**config.mk**
```make
export PLATFORM = sky130hd
export DESIGN_NAME = ick_input_check
export DESIGN_NICKNAME = d
export VERILOG_FILES = /design/src/rtl/ick_pkg.sv /design/src/rtl/ick_reg_if.sv /design/src/rtl/ick_parity_chk.sv /design/src/rtl/ick_sif_slave.sv /design/src/rtl/ick_input_check.sv
export SDC_FILE = /design/constraint.sdc
export NUM_CORES = 1
export LEC_CHECK = 0
export BUFFER_PORTS_ARGS = -buffer_cell sky130_fd_sc_hd__clkbuf_2
export CORE_ASPECT_RATIO = 0.7
export CORE_UTILIZATION = 25
export CTS_BUF_LIST = sky130_fd_sc_hd__clkbuf_4 sky130_fd_sc_hd__clkbuf_8
export DETAILED_ROUTE_END_ITERATION = 12
export PLACE_DENSITY = 0.43
export RECOVER_POWER = 50
export SLEW_MARGIN = 20
export SYNTH_ARGS = -nofsm -noshare
export SYNTH_HDL_FRONTEND = slang
export SYNTH_SLANG_ARGS = --single-unit
```
**constraint.sdc**
```tcl
create_clock -name core_clk -period 6.2 [get_ports core_clk]
set_input_delay 0 -clock core_clk [delete_from_list [all_inputs] [get_ports core_clk]]
set_output_delay 0 -clock core_clk [all_outputs]
set_load 0.02 [all_outputs]
```
**src/rtl/ick_pkg.sv**
```systemverilog
package ick_pkg;

  localparam int unsigned SIF_ADDR_W    = 7;
  localparam int unsigned REG_W         = 16;
  localparam int unsigned SIF_INSTR_LEN = 8;
  localparam int unsigned SIF_FRAME_LEN = 24;
  localparam int unsigned SIF_CNT_W     = 5;

  localparam logic [6:0]  CTRL_ADDR     = 7'h01;
  localparam logic [6:0]  SERIAL_ADDR   = 7'h02;

  localparam logic [15:0] CTRL_RESET    = 16'h040E;
  localparam logic [15:0] CTRL_WR_MASK  = 16'h9FFE;
  localparam logic        SERIAL_RESET  = 1'b0;

  localparam int unsigned PATTERN_TEST_BIT = 15;
  localparam int unsigned AUTO_CLEAR_BIT   = 12;
  localparam int unsigned PARITY_ODD_BIT   = 11;
  localparam int unsigned SINGLE_PAR_BIT   = 10;
  localparam int unsigned DUAL_PAR_BIT     = 9;
  localparam int unsigned REVERSE_BIT      = 8;
  localparam int unsigned CHAN_A_INV_BIT   = 7;
  localparam int unsigned CHAN_D_INV_BIT   = 4;
  localparam int unsigned TWO_APART_BIT    = 3;
  localparam int unsigned ONE_APART_BIT    = 2;
  localparam int unsigned COLLISION_BIT    = 1;
  localparam int unsigned FOUR_WIRE_BIT    = 7;

  localparam int unsigned ALARM_W          = 6;
  localparam int unsigned AL_COLLISION     = 0;
  localparam int unsigned AL_ONE_APART     = 1;
  localparam int unsigned AL_TWO_APART     = 2;
  localparam int unsigned AL_SINGLE_PAR    = 3;
  localparam int unsigned AL_DUAL_PAR      = 4;
  localparam int unsigned AL_PATTERN       = 5;

  localparam int unsigned GOOD_SAMPLES     = 64;
  localparam int unsigned GOOD_CNT_W       = 6;

endpackage

```
**src/rtl/ick_reg_if.sv**
```systemverilog
`timescale 1ns/1ns
interface ick_reg_if;
  logic                              wr_stb;
  logic [ick_pkg::SIF_ADDR_W-1:0]    addr;
  logic [ick_pkg::REG_W-1:0]         wdata;
  logic [ick_pkg::REG_W-1:0]         rdata;
  logic                              four_wire;

  modport serial (
    output wr_stb,
    output addr,
    output wdata,
    input  rdata,
    input  four_wire
  );

  modport regs (
    input  wr_stb,
    input  addr,
    input  wdata,
    output rdata,
    output four_wire
  );
endinterface

```
**src/rtl/ick_parity_chk.sv**
```systemverilog
`timescale 1ns/1ns
module ick_parity_chk #(
  parameter int unsigned WIDTH = 64
) (
  input  wire logic [WIDTH-1:0] word,
  input  wire logic             par_bit,
  input  wire logic             odd_sense,
  output logic                  error
);
  // Even sense: word plus bit hold an even count of ones
  assign error = (^{word, par_bit}) != odd_sense;
endmodule

```
**src/rtl/ick_sif_slave.sv**
```systemverilog
`timescale 1ns/1ns
module ick_sif_slave (
  input  wire logic  core_clk,
  input  wire logic  rst_b,
  input  wire logic  sif_clk,
  input  wire logic  sif_enable_b,
  input  wire logic  sif_dio_in,
  output logic       sif_dio_out,
  output logic       sif_dio_oe,
  output logic       sif_do_out,
  output logic       sif_do_oe,
  ick_reg_if.serial  rb
);
  logic [2:0]                        clk_sync_q;
  logic [1:0]                        en_sync_q;
  logic [1:0]                        din_sync_q;
  logic [ick_pkg::SIF_CNT_W-1:0]     cnt_q;
  logic [7:0]                        instr_q;
  logic [ick_pkg::REG_W-1:0]         wsh_q;
  logic [ick_pkg::REG_W-1:0]         rsh_q;
  logic                              bit_q;
  logic                              oe_q;
  logic                              active;
  logic                              rise;
  logic                              fall;
  logic                              is_read;

  always_ff @(posedge core_clk) begin
    if (!rst_b) begin
      clk_sync_q <= 3'h0;
      en_sync_q  <= 2'h3;
      din_sync_q <= 2'h0;
    end else begin
      clk_sync_q <= {clk_sync_q[1:0], sif_clk};
      en_sync_q  <= {en_sync_q[0], sif_enable_b};
      din_sync_q <= {din_sync_q[0], sif_dio_in};
    end
  end

  assign active  = !en_sync_q[1];
  assign rise    = clk_sync_q[1] && !clk_sync_q[2];
  assign fall    = !clk_sync_q[1] && clk_sync_q[2];
  assign is_read = instr_q[7];

  always_ff @(posedge core_clk) begin
    if (!rst_b) begin
      cnt_q     <= '0;
      instr_q   <= 8'h00;
      wsh_q     <= 16'h0000;
      rb.wr_stb <= 1'b0;
      rb.wdata  <= 16'h0000;
    end else begin
      rb.wr_stb <= 1'b0;
      if (!active) begin
        cnt_q <= '0;
      end else if (rise && cnt_q < ick_pkg::SIF_FRAME_LEN[4:0]) begin
        cnt_q <= cnt_q + 5'h01;
        if (cnt_q < ick_pkg::SIF_INSTR_LEN[4:0]) begin
          instr_q <= {instr_q[6:0], din_sync_q[1]};
        end else begin
          wsh_q <= {wsh_q[14:0], din_sync_q[1]};
          if (cnt_q == ick_pkg::SIF_FRAME_LEN[4:0] - 5'h01 && !is_read) begin
            rb.wr_stb <= 1'b1;
            rb.wdata  <= {wsh_q[14:0], din_sync_q[1]};
          end
        end
      end
    end
  end

  assign rb.addr = instr_q[6:0];

  // Read data launched on falling edges so the master samples it on rising ones
  always_ff @(posedge core_clk) begin
    if (!rst_b) begin
      rsh_q <= 16'h0000;
      bit_q <= 1'b0;
      oe_q  <= 1'b0;
    end else if (!active) begin
      oe_q <= 1'b0;
    end else if (fall && is_read) begin
      if (cnt_q == ick_pkg::SIF_INSTR_LEN[4:0]) begin
        bit_q <= rb.rdata[15];
        rsh_q <= {rb.rdata[14:0], 1'b0};
        oe_q  <= 1'b1;
      end else if (cnt_q < ick_pkg::SIF_FRAME_LEN[4:0]) begin
        bit_q <= rsh_q[15];
        rsh_q <= {rsh_q[14:0], 1'b0};
      end else begin
        oe_q <= 1'b0;
      end
    end
  end

  always_ff @(posedge core_clk) begin
    if (!rst_b) begin
      sif_dio_out <= 1'b0;
      sif_dio_oe  <= 1'b0;
      sif_do_out  <= 1'b0;
      sif_do_oe   <= 1'b0;
    end else begin
      sif_dio_out <= bit_q;
      sif_do_out  <= bit_q;
      sif_dio_oe  <= oe_q && active && !rb.four_wire;
      sif_do_oe   <= oe_q && active && rb.four_wire;
    end
  end
endmodule

```
**src/rtl/ick_input_check.sv**
```systemverilog
`timescale 1ns/1ns
//Contract
// - Pattern test bit on runs the pattern checker and holds outputs off, whatever enables say.
// - Auto-clear bit on clears the alarms after 64 consecutive good samples.
// - Parity sense bit picks even parity at 0 and odd at 1; the source must match it.
// - Single-parity on checks each word against the parity input pair; on after reset.
// - Dual-parity on takes the parity bit from the sample-start strobe pair instead.
// - Reversal bit rotates roles: sync acts as strobe, parity as sync, strobe as parity.
// - Each channel invert bit, A to D, complements that channel's output data.
// - The two-apart pointer alarm is raised only while its enable is on; on after reset.
// - The one-apart pointer alarm is raised only while its enable is on; on after reset.
// - The collision alarm is raised only while its enable is on; on after reset.
// - Serial width bit set makes the serial port four-wire, else three-wire.
module ick_input_check #(
  parameter int unsigned CHAN_W = 16
) (
  input  wire logic                  core_clk,
  input  wire logic                  rst_b,
  input  wire logic                  sif_clk,
  input  wire logic                  sif_enable_b,
  input  wire logic                  sif_dio_in,
  output logic                       sif_dio_out,
  output logic                       sif_dio_oe,
  output logic                       sif_do_out,
  output logic                       sif_do_oe,
  input  wire logic                  transmit_enable_pin,
  input  wire logic                  sif_tx_enable,
  input  wire logic                  in_valid,
  input  wire logic [4*CHAN_W-1:0]   in_data,
  input  wire logic                  sync_input_pair,
  input  wire logic                  parity_input_pair,
  input  wire logic                  sample_start_strobe_pair,
  input  wire logic                  fifo_two_apart,
  input  wire logic                  fifo_one_apart,
  input  wire logic                  fifo_collision,
  input  wire logic                  pattern_error,
  input  wire logic                  alarm_clear,
  output logic [4*CHAN_W-1:0]        dac_data,
  output logic                       dac_valid,
  output logic                       sync_role,
  output logic                       strobe_role,
  output logic                       outputs_active,
  output logic                       pattern_check_on,
  output logic [ick_pkg::ALARM_W-1:0] alarm_flags
);
  localparam int unsigned DATA_W = 4 * CHAN_W;

  ick_reg_if rb ();

  logic [15:0]                        ctrl_q;
  logic                               four_wire_q;
  logic [1:0]                         valid_sync_q;
  logic [DATA_W-1:0]                  data_sync0_q;
  logic [DATA_W-1:0]                  data_sync1_q;
  logic [1:0]                         sync_sync_q;
  logic [1:0]                         par_sync_q;
  logic [1:0]                         strb_sync_q;
  logic [1:0]                         txen_sync_q;
  logic                               sync_sel;
  logic                               par_sel;
  logic                               strb_sel;
  logic                               single_err_raw;
  logic                               dual_err_raw;
  logic                               single_err;
  logic                               dual_err;
  logic                               good_sample;
  logic                               bad_sample;
  logic [ick_pkg::GOOD_CNT_W-1:0]     good_cnt_q;
  logic                               auto_clear;
  logic [ick_pkg::ALARM_W-1:0]        alarm_set;
  logic                               tx_allowed;
  logic [DATA_W-1:0]                  inv_mask;

  ick_sif_slave u_sif (
    .core_clk     (core_clk),
    .rst_b        (rst_b),
    .sif_clk      (sif_clk),
    .sif_enable_b (sif_enable_b),
    .sif_dio_in   (sif_dio_in),
    .sif_dio_out  (sif_dio_out),
    .sif_dio_oe   (sif_dio_oe),
    .sif_do_out   (sif_do_out),
    .sif_do_oe    (sif_do_oe),
    .rb           (rb.serial)
  );

  // Register writes; reserved bits are masked so they always hold zero
  always_ff @(posedge core_clk) begin
    if (!rst_b) begin
      ctrl_q <= ick_pkg::CTRL_RESET;
    end else if (rb.wr_stb && rb.addr == ick_pkg::CTRL_ADDR) begin
      ctrl_q <= rb.wdata & ick_pkg::CTRL_WR_MASK;
    end
  end

  always_ff @(posedge core_clk) begin
    if (!rst_b) begin
      four_wire_q <= ick_pkg::SERIAL_RESET;
    end else if (rb.wr_stb && rb.addr == ick_pkg::SERIAL_ADDR) begin
      four_wire_q <= rb.wdata[ick_pkg::FOUR_WIRE_BIT];
    end
  end

  assign rb.four_wire = four_wire_q;

  // Other fields of the serial width register belong elsewhere and read zero here
  always_comb begin
    rb.rdata = 16'h0000;
    case (rb.addr)
      ick_pkg::CTRL_ADDR:   rb.rdata = ctrl_q;
      ick_pkg::SERIAL_ADDR: rb.rdata[ick_pkg::FOUR_WIRE_BIT] = four_wire_q;
      default:              rb.rdata = 16'h0000;
    endcase
  end

  // Pin inputs pass two flops before any logic
  always_ff @(posedge core_clk) begin
    if (!rst_b) begin
      valid_sync_q <= 2'h0;
      data_sync0_q <= '0;
      data_sync1_q <= '0;
      sync_sync_q  <= 2'h0;
      par_sync_q   <= 2'h0;
      strb_sync_q  <= 2'h0;
      txen_sync_q  <= 2'h0;
    end else begin
      valid_sync_q <= {valid_sync_q[0], in_valid};
      data_sync0_q <= in_data;
      data_sync1_q <= data_sync0_q;
      sync_sync_q  <= {sync_sync_q[0], sync_input_pair};
      par_sync_q   <= {par_sync_q[0], parity_input_pair};
      strb_sync_q  <= {strb_sync_q[0], sample_start_strobe_pair};
      txen_sync_q  <= {txen_sync_q[0], transmit_enable_pin};
    end
  end

  // Role rotation lets a board lay the bus out mirrored
  always_comb begin
    if (ctrl_q[ick_pkg::REVERSE_BIT]) begin
      strb_sel = sync_sync_q[1];
      sync_sel = par_sync_q[1];
      par_sel  = strb_sync_q[1];
    end else begin
      strb_sel = strb_sync_q[1];
      sync_sel = sync_sync_q[1];
      par_sel  = par_sync_q[1];
    end
  end

  ick_parity_chk #(
    .WIDTH (DATA_W)
  ) u_single_par (
    .word      (data_sync1_q),
    .par_bit   (par_sel),
    .odd_sense (ctrl_q[ick_pkg::PARITY_ODD_BIT]),
    .error     (single_err_raw)
  );

  ick_parity_chk #(
    .WIDTH (DATA_W)
  ) u_dual_par (
    .word      (data_sync1_q),
    .par_bit   (strb_sel),
    .odd_sense (ctrl_q[ick_pkg::PARITY_ODD_BIT]),
    .error     (dual_err_raw)
  );

  assign single_err = valid_sync_q[1] && ctrl_q[ick_pkg::SINGLE_PAR_BIT] && single_err_raw;
  assign dual_err   = valid_sync_q[1] && ctrl_q[ick_pkg::DUAL_PAR_BIT] && dual_err_raw;

  assign bad_sample  = single_err || dual_err || pattern_error;
  assign good_sample = valid_sync_q[1] && !bad_sample;

  // A parity or pattern error restarts the run, so only consecutive good samples count
  always_ff @(posedge core_clk) begin
    if (!rst_b) begin
      good_cnt_q <= '0;
    end else if (!ctrl_q[ick_pkg::AUTO_CLEAR_BIT] || bad_sample) begin
      good_cnt_q <= '0;
    end else if (good_sample) begin
      good_cnt_q <= good_cnt_q + 6'h01;
    end
  end

  assign auto_clear = ctrl_q[ick_pkg::AUTO_CLEAR_BIT] && good_sample &&
                      good_cnt_q == 6'(ick_pkg::GOOD_SAMPLES - 1);

  always_comb begin
    alarm_set = '0;
    alarm_set[ick_pkg::AL_TWO_APART]  = fifo_two_apart && ctrl_q[ick_pkg::TWO_APART_BIT];
    alarm_set[ick_pkg::AL_ONE_APART]  = fifo_one_apart && ctrl_q[ick_pkg::ONE_APART_BIT];
    alarm_set[ick_pkg::AL_COLLISION]  = fifo_collision && ctrl_q[ick_pkg::COLLISION_BIT];
    alarm_set[ick_pkg::AL_SINGLE_PAR] = single_err;
    alarm_set[ick_pkg::AL_DUAL_PAR]   = dual_err;
    alarm_set[ick_pkg::AL_PATTERN]    = pattern_error && ctrl_q[ick_pkg::PATTERN_TEST_BIT];
  end

  // A new event in the clearing cycle survives the clear
  always_ff @(posedge core_clk) begin
    if (!rst_b) begin
      alarm_flags <= '0;
    end else if (alarm_clear || auto_clear) begin
      alarm_flags <= alarm_set;
    end else begin
      alarm_flags <= alarm_flags | alarm_set;
    end
  end

  assign tx_allowed = txen_sync_q[1] && sif_tx_enable && !ctrl_q[ick_pkg::PATTERN_TEST_BIT];

  genvar ch;
  generate
    for (ch = 0; ch < 4; ch++) begin : g_inv
      assign inv_mask[DATA_W-1-ch*CHAN_W -: CHAN_W] =
        {CHAN_W{ctrl_q[ick_pkg::CHAN_A_INV_BIT-ch]}};
    end
  endgenerate

  // Channel A sits in the top lane of the bus, D in the bottom
  always_ff @(posedge core_clk) begin
    if (!rst_b) begin
      dac_data  <= '0;
      dac_valid <= 1'b0;
    end else begin
      dac_data  <= tx_allowed ? (data_sync1_q ^ inv_mask) : '0;
      dac_valid <= tx_allowed && valid_sync_q[1];
    end
  end

  always_ff @(posedge core_clk) begin
    if (!rst_b) begin
      sync_role        <= 1'b0;
      strobe_role      <= 1'b0;
      outputs_active   <= 1'b0;
      pattern_check_on <= 1'b0;
    end else begin
      sync_role        <= sync_sel;
      strobe_role      <= strb_sel;
      outputs_active   <= tx_allowed;
      pattern_check_on <= ctrl_q[ick_pkg::PATTERN_TEST_BIT];
    end
  end

endmodule

```
==> results of run 1 <==
-- logic make-up after synthesis --
kind of cell / synth area share
buf+inv: 0.02248
flops: 0.5915
mux: 0.04090
compound gates: 0.04090
fa+ha+maj: 0.003685
xor+xnor: 0.1229
simple gates: 0.1776
-- placed cells by master (no fill, tap or decap), drive strengths merged, types with 3 or more instances in the layout --
master / count
nand3: 11
mux2i: 39
dfxtp: 301
a21oi: 23
clkinv: 4
and2: 148
ha: 3
nor3: 3
dlygate4sd3: 94
clkbuf: 243
inv: 7
a211oi: 12
nand2b: 6
xor2: 13
xnor2: 123
nand2: 43
nor2: 128
a22oi: 16
nand4: 3
nor2b: 3
-- critical path: stages --
cell	delay, ps
dlygate4sd3_1	530
clkbuf_1	720
inv_1	240
or3_2	140
clkbuf_1	2310
nor2_1	320
-- routing by layer --
| layer | vias to the layer above | GRT usage |
|---|---|---|
| met1 | 3263 | 0.1609 |
| met2 | 135 | 0.1754 |
| met5 | - | 0 |
| met4 | 0 | 0.03828 |
| met3 | 46 | 0.03231 |
| li1 | 3575 | - |
-- repair_timing --
item / in CTS / in global routing
hold buffers: 94 / 0
setup buffers: 0 / 0
resized for setup: 0 / 0
hold endpoints to repair: 106 / 0
-- final cells by class --
class                           count  area share
Tap cell                          535     0.05007
Clock inverter                      6    0.002620
Timing Repair Buffer              257      0.1241
Inverter                            7    0.001965
Sequential cell                   301      0.4509
Clock buffer                       82     0.07506
Multi-Input combinational cell    600      0.2953
-- sequential cells by signal (all words and copies together) (netlist names), 2 cells and up --
signal	cells
par_sync_q	2
valid_sync_q	2
u_sif.cnt_q	5
dac_data	64
u_sif.clk_sync_q	3
u_sif.din_sync_q	2
u_sif.rsh_q	14
u_sif.en_sync_q	2
sync_sync_q	2
u_sif.wsh_q	15
data_sync1_q	64
txen_sync_q	2
u_sif.rb.wdata	13
strb_sync_q	2
u_sif.instr_q	8
alarm_flags	6
data_sync0_q	64
good_cnt_q	6
ctrl_q	13
-- metrics by stage --
stage	hold slack, ps	cells	worst slack [ps]
2_1_floorplan	101.5	961	3740
3_3_place_gp	189.8	1606	3392
3_5_place_dp	193.3	1606	3393
4_1_cts	62.76	1788	2977
5_1_grt	94.89	1788	1600
6_report	111.0	1788	2173
-- power by group --
group / leakage (nW) / internal, mW / switching, mW
registers: 2.46 / 1.99 / 0.0256
logic: 2.11 / 0.258 / 0.207
clock network: 0.554 / 1.02 / 0.782
total: 5.12 / 3.26 / 1.02
-- final timing paths --
| check | startpoint | endpoint | slack, ps | depth (start not counted) |
|---|---|---|---|---|
| setup / recovery | rst_b | dac_data[60] | 2170 | 6 |
| setup reg to reg | ctrl_q[15] | dac_data[60] | 2620 | 3 |
| hold / removal | alarm_clear | alarm_flags[4] | 110 | 5 |
| hold reg to reg | u_sif.en_sync_q[0] | u_sif.en_sync_q[1] | 420 | 1 |
==> results_dict.tcl, run 1 <==
set metrics [dict create \
    outcome "complete, but fails checks" \
    violations "capacitance limit, slew limit" \
    layout_min_cycle_time_ps 4027 \
    clock_path_buffers 3 \
    first_global_vias 6946 \
    cts_buffers 50 \
    rows 61 \
    fin_area_sq_mm 0.01337 \
    die_x_um 243.3 \
    avgSynthCellArea_sq_um 10.60 \
    multi_input_area_sq_mm 0.003948 \
    p_total_mw 4.276 \
    syn-num-nets 1044 \
    crit_required_ps 6470 \
    syn_area_sq_mm 0.01019 \
    n_antenna_cell 0 \
    drv_cap 4 \
    cts_root_buf "clkbuf_8" \
    place_area_sq_mm 0.01149 \
    cp.arrival_ps 4290 \
    synth_cells 961 \
    wl_um 24410 \
    worstSetupStartpointType "primary input" \
    start_util 0.2552 \
    yosysWarnings 0 \
    vias_per_cell 3.926 \
    finalSetupTns_ps 0 \
    criticalPathCategory "in2reg" \
    met1_length_um 12280 \
    drc 0 \
    grt_use_total 0.1169 \
    register_area_sq_mm 0.006028 \
    p_per_area_mw_per_mm2 319.8 \
    ir_worst_vdd_uv 110.2 \
    routed-wl-met3_um 1146 \
    leakage_nw 5.124 \
    die_y_um 170.9 \
    slew_viol_final 295 \
    fin_crit_sh 0.6496 \
    cts.sinks 301 \
    synth_flop_cell "dfxtp_1" \
    core_area_sq_mm 0.03992 \
    hp-class "in2reg" \
    dr_wl_met2_um 10530 \
    gr-total-overflow 0 \
    synth_async_sr_flop_share 0 \
    area_growth_pct 31.23 \
    fmax_ghz 0.2483 \
    hold_viol 0 \
    worst_slew_pin_slew_ps 3319 \
    h-tree-depth 2 \
    dieArea_sq_mm 0.04157 \
    grt_max_degree 117 \
    ys_seq_elements 301 \
    antenna_found_initial 0 \
    synth_common_cells "301 x dfxtp_1, 147 x and2_1, 128 x nor2_1" \
    gp_congestion 0.7215 \
    yosysSeqAreaShare 0.5915 \
    synth_top_area_cell "dfxtp_1" \
    endpoint_kind "flip-flop" \
    final_antenna_net_count 0 \
    synth_top_area_frac 0.5915 \
    final_nets 1300 \
    post-route-util 0.3349 \
    fin_worst_skew_ps 25.89 \
    synthDistinctLibCells 44 \
    synth_edf_count 0 \
    grt_pass1_wl_um 38110 \
    cp_max_fo 65 \
    synth_most_common_cell "dfxtp_1" \
    clkTransAtPathRegs_ps 70 \
    drive_gt1_frac 0.1445 \
    top_layer_used "met4" \
    slew_headroom -1.213 \
    io_pins 159 \
    rsz0062_at_grt "false" \
    synth_area_leaders "dfxtp_1 59%, xnor2_1 10%, and2_1 9.0%" \
    cts_tree "built" \
    dr.pass1.iters 4 \
    wl_per_cell_um 13.65 \
    io_buffers 158 \
    fill_cells 4115 \
    hpwl_um 15700 \
    insertion_delay_ps 580 \
    setup_viol 0 \
    drtIter0Drc 242 \
    vias 7019 \
]
Note: power is estimated with default switching activity, not from simulation.
==> inputs of run 2 (changes only) <==
Settings changed: ABC_AREA from default to 1, PLACE_DENSITY 0.43 to 0.44.
Clock period 6.2 ns to 3.3 ns, I/O delays scaled along.
==> run 2 against run 1 <==
Against the previous run: the run still ends with capacitance limit, slew limit left; clock skew is 3.7 ps lower; area after synthesis is 11% higher; cell count is 38% higher; setup slack worse by 1900 ps; via count is 41% higher; clock power is 99% higher; critical endpoint is now alarm_flags[1].
==> results_dict.tcl, run 2 <==
set metrics [dict create \
    outcome "complete, but fails checks" \
    violations "capacitance limit, slew limit" \
    final_nets 1917 \
    hp-class "in2reg" \
    start_util 0.2569 \
    muxShareOfSynthArea 0 \
    n_antenna_cell 0 \
    synth_xor_area_frac 0.03317 \
    cts.sinks 301 \
    worst_slew_pin_slew_ps 1745 \
    dieArea_sq_mm 0.04628 \
    slew_headroom -0.1636 \
    yosysSeqAreaShare 0.5307 \
    fin_worst_skew_ps 22.24 \
    ir_worst_vdd_uv 238.5 \
    hold_start "in_data[41]" \
    r2r-end "alarm_flags[1]" \
    syn_area_sq_mm 0.01135 \
    yosysWarnings 0 \
    synth_top_area_cell "dfxtp_1" \
    clkTransAtPathRegs_ps 60 \
    drtIter0Drc 390 \
    layout_min_cycle_time_ps 2979 \
    drv_cap 1 \
    die_x_um 256.7 \
    vias 9868 \
    synthDistinctLibCells 33 \
    cp_common_cell "nand2_1" \
    final_antenna_net_count 0 \
    place_area_sq_mm 0.01281 \
    synthSimpleGateAreaFrac 0.2545 \
    r2r_start "data_sync1_q[50]" \
    cp_max_fo 6 \
    p_clk_frac 0.447 \
    clock_path_buffers 3 \
    rows 64 \
    die_y_um 180.3 \
    power_frac_comb 0.082 \
    wl_um 29800 \
    power_frac_seq 0.471 \
    fin_crit_sh 0.9028 \
    synth_flop_cell "dfxtp_1" \
    synth_top_family_by_area "simple AND/OR/NAND/NOR gates" \
    switching_share 0.2426 \
    drc 0 \
    cp.arrival_ps 3450 \
    setup_viol 0 \
    worstSetupStartpointType "flip-flop" \
    synth_area_leaders "dfxtp_1 53%, nand2_1 20%, inv_1 7.8%" \
    leakage_nw 7.245 \
    drive_gt1_frac 0.1244 \
    synth_async_sr_flop_share 0 \
    synth_top_area_frac 0.5307 \
    cts_tree "built" \
    grt_pass1_wl_um 48690 \
    hold_depth 4 \
    dr.pass1.iters 4 \
    switchingPower_mw 1.949 \
    synth_compound_area_frac 0.07681 \
    synth_edf_count 0 \
    r2r_slack_ps 320 \
    synth_most_common_cell "nand2_1" \
    criticalPathCategory "reg2reg" \
    layout_commonest_cell "nand2_1" \
    io_buffers 158 \
    syn-num-nets 1631 \
    insertion_delay_ps 600 \
    crit_family "simple AND/OR/NAND/NOR gates" \
    hpwl_um 19820 \
    fmax_ghz 0.3357 \
    synth_cells 1548 \
    final_cell_mix "599 x nand2_1, 291 x dfxtp_1, 237 x inv_1" \
    gr-total-overflow 0 \
    reg.largest.list "dac_data: 64 flops, data_sync0_q: 64 flops, data_sync1_q: 64 flops" \
    ff2ff_path_depth 19 \
    p_per_area_mw_per_mm2 534.9 \
    crit_buf_inv 1 \
    hold_viol 0 \
    internal-power_mw 6.084 \
    core_area_sq_mm 0.04420 \
    crit_cells 19 \
    area_growth_pct 32.28 \
    grt_use_total 0.1306 \
    slew_viol_final 67 \
    grt_max_degree 135 \
    vias_per_cell 4.000 \
    antenna_found_initial 0 \
    cts_buffers 50 \
    io_pins 159 \
    gp_congestion 0.7522 \
    stdcell_count 2467 \
    avgSynthCellArea_sq_um 7.334 \
    min_to "data_sync0_q[41]" \
    synthAdderAreaFrac 0.003306 \
    h-tree-depth 2 \
    first_global_vias 9640 \
    ys_seq_elements 301 \
    crit_required_ps 3770 \
    wl_per_cell_um 12.08 \
    fin_area_sq_mm 0.01502 \
    endpoint_kind "flip-flop" \
    dp_cells 2260 \
    slowest_stage "dlygate4sd3_1" \
    fill_cells 4818 \
    synth_common_cells "609 x nand2_1, 301 x dfxtp_1, 237 x inv_1" \
    max_stage_delay_ps 590 \
    cts_root_buf "clkbuf_8" \
    worstPathCellList "xor2_1 > nand2_1 > nand2_1 > nand2_1 > nand2_2 > nand2_1 > nand2_1 > nand2_1 > nand2_1 > nand2_1 > nand2_1 > nand2_1 > nand3_2 > nand2_2 > nor2_4 > nand4_1 > nand3_1 > a21oi_1 > dlygate4sd3_1" \
]
-- run 2: power by group through the flow --
stage	logic [mW]	clock network, mW	registers [mW]
6_report	0.660	3.59	3.78
4_1_cts	0.654	3.76	3.78
5_1_grt	0.763	3.95	3.79
2_1_floorplan	0.372	0	3.85
3_3_place_gp	0.540	0	3.86
3_5_place_dp	0.549	0	3.86
-- run 2: logic make-up after synthesis --
logic type	Yosys count
AOI/OAI and AO/OA	166
xor gates and xnor gates	43
buffers and inverters	305
DFF	301
and+or+nand+nor	730
adders and majority gates	3
-- run 2: worst reg2reg max path: cells and delay by family (launching register included) --
kind / cells / cell delay, ps
buffers and inverters: 1 / 590
AND/OR/NAND/NOR: 16 / 1570
AO/OA/AOI/OAI: 1 / 70
flip-flops: 1 / 400
XOR/XNOR: 1 / 220
-- run 2: what timing repair did --
action                                  CTS  global route
hold endpoints to repair                120             0
hold buffers                            114             0
endpoints found under the setup margin    0             4
setup buffers                             0             2
gates resized for setup                   0            23
-- run 2: metal layers --
layer	track usage	routed length [um]	up-vias
li1	-	-	5240
met1	0.1733	14740	4393
met2	0.2082	13020	180
met3	0.03207	1434	55
met4	0.04000	607	0
met5	0	0	-
-- run 2: worst max-delay path by stage --
stage                     start        endpoint
2_1_floorplan         ctrl_q[8]  alarm_flags[0]
3_3_place_gp   data_sync1_q[13]  alarm_flags[3]
3_5_place_dp   data_sync1_q[49]  alarm_flags[2]
4_1_cts        data_sync1_q[49]  alarm_flags[1]
5_1_grt        data_sync1_q[55]  alarm_flags[0]
6_report       data_sync1_q[50]  alarm_flags[1]
-- run 2: layout make-up --
cell class,instances,area (sq um),share of cell area
Clock inverter,16,166.4,0.01108
Multi-Input combinational cell,942,4225,0.2813
Inverter,254,953.4,0.06348
Clock buffer,75,944.7,0.06290
Sequential cell,301,6038,0.4021
Tap cell,594,743.2,0.04949
Timing Repair Buffer,285,1947,0.1296
-- run 2: through the flow --
| step | utilization | hold slack (ps) | power, mW | TNS (ps) | worst slack [ps] |
|---|---|---|---|---|---|
| after floorplan | - | 97.63 | 4.226 | 0 | 1338 |
| after global placement | 0.2897 | 183.3 | 4.398 | 0 | 869.4 |
| after detailed placement | 0.2897 | 184.7 | 4.408 | 0 | 787.8 |
| after CTS | 0.3407 | 54.98 | 8.198 | 0 | 194.8 |
| after global routing | 0.3398 | 73.05 | 8.501 | -14.34 | -14.34 |
| final | 0.3398 | 120.4 | 8.033 | 0 | 320.8 |
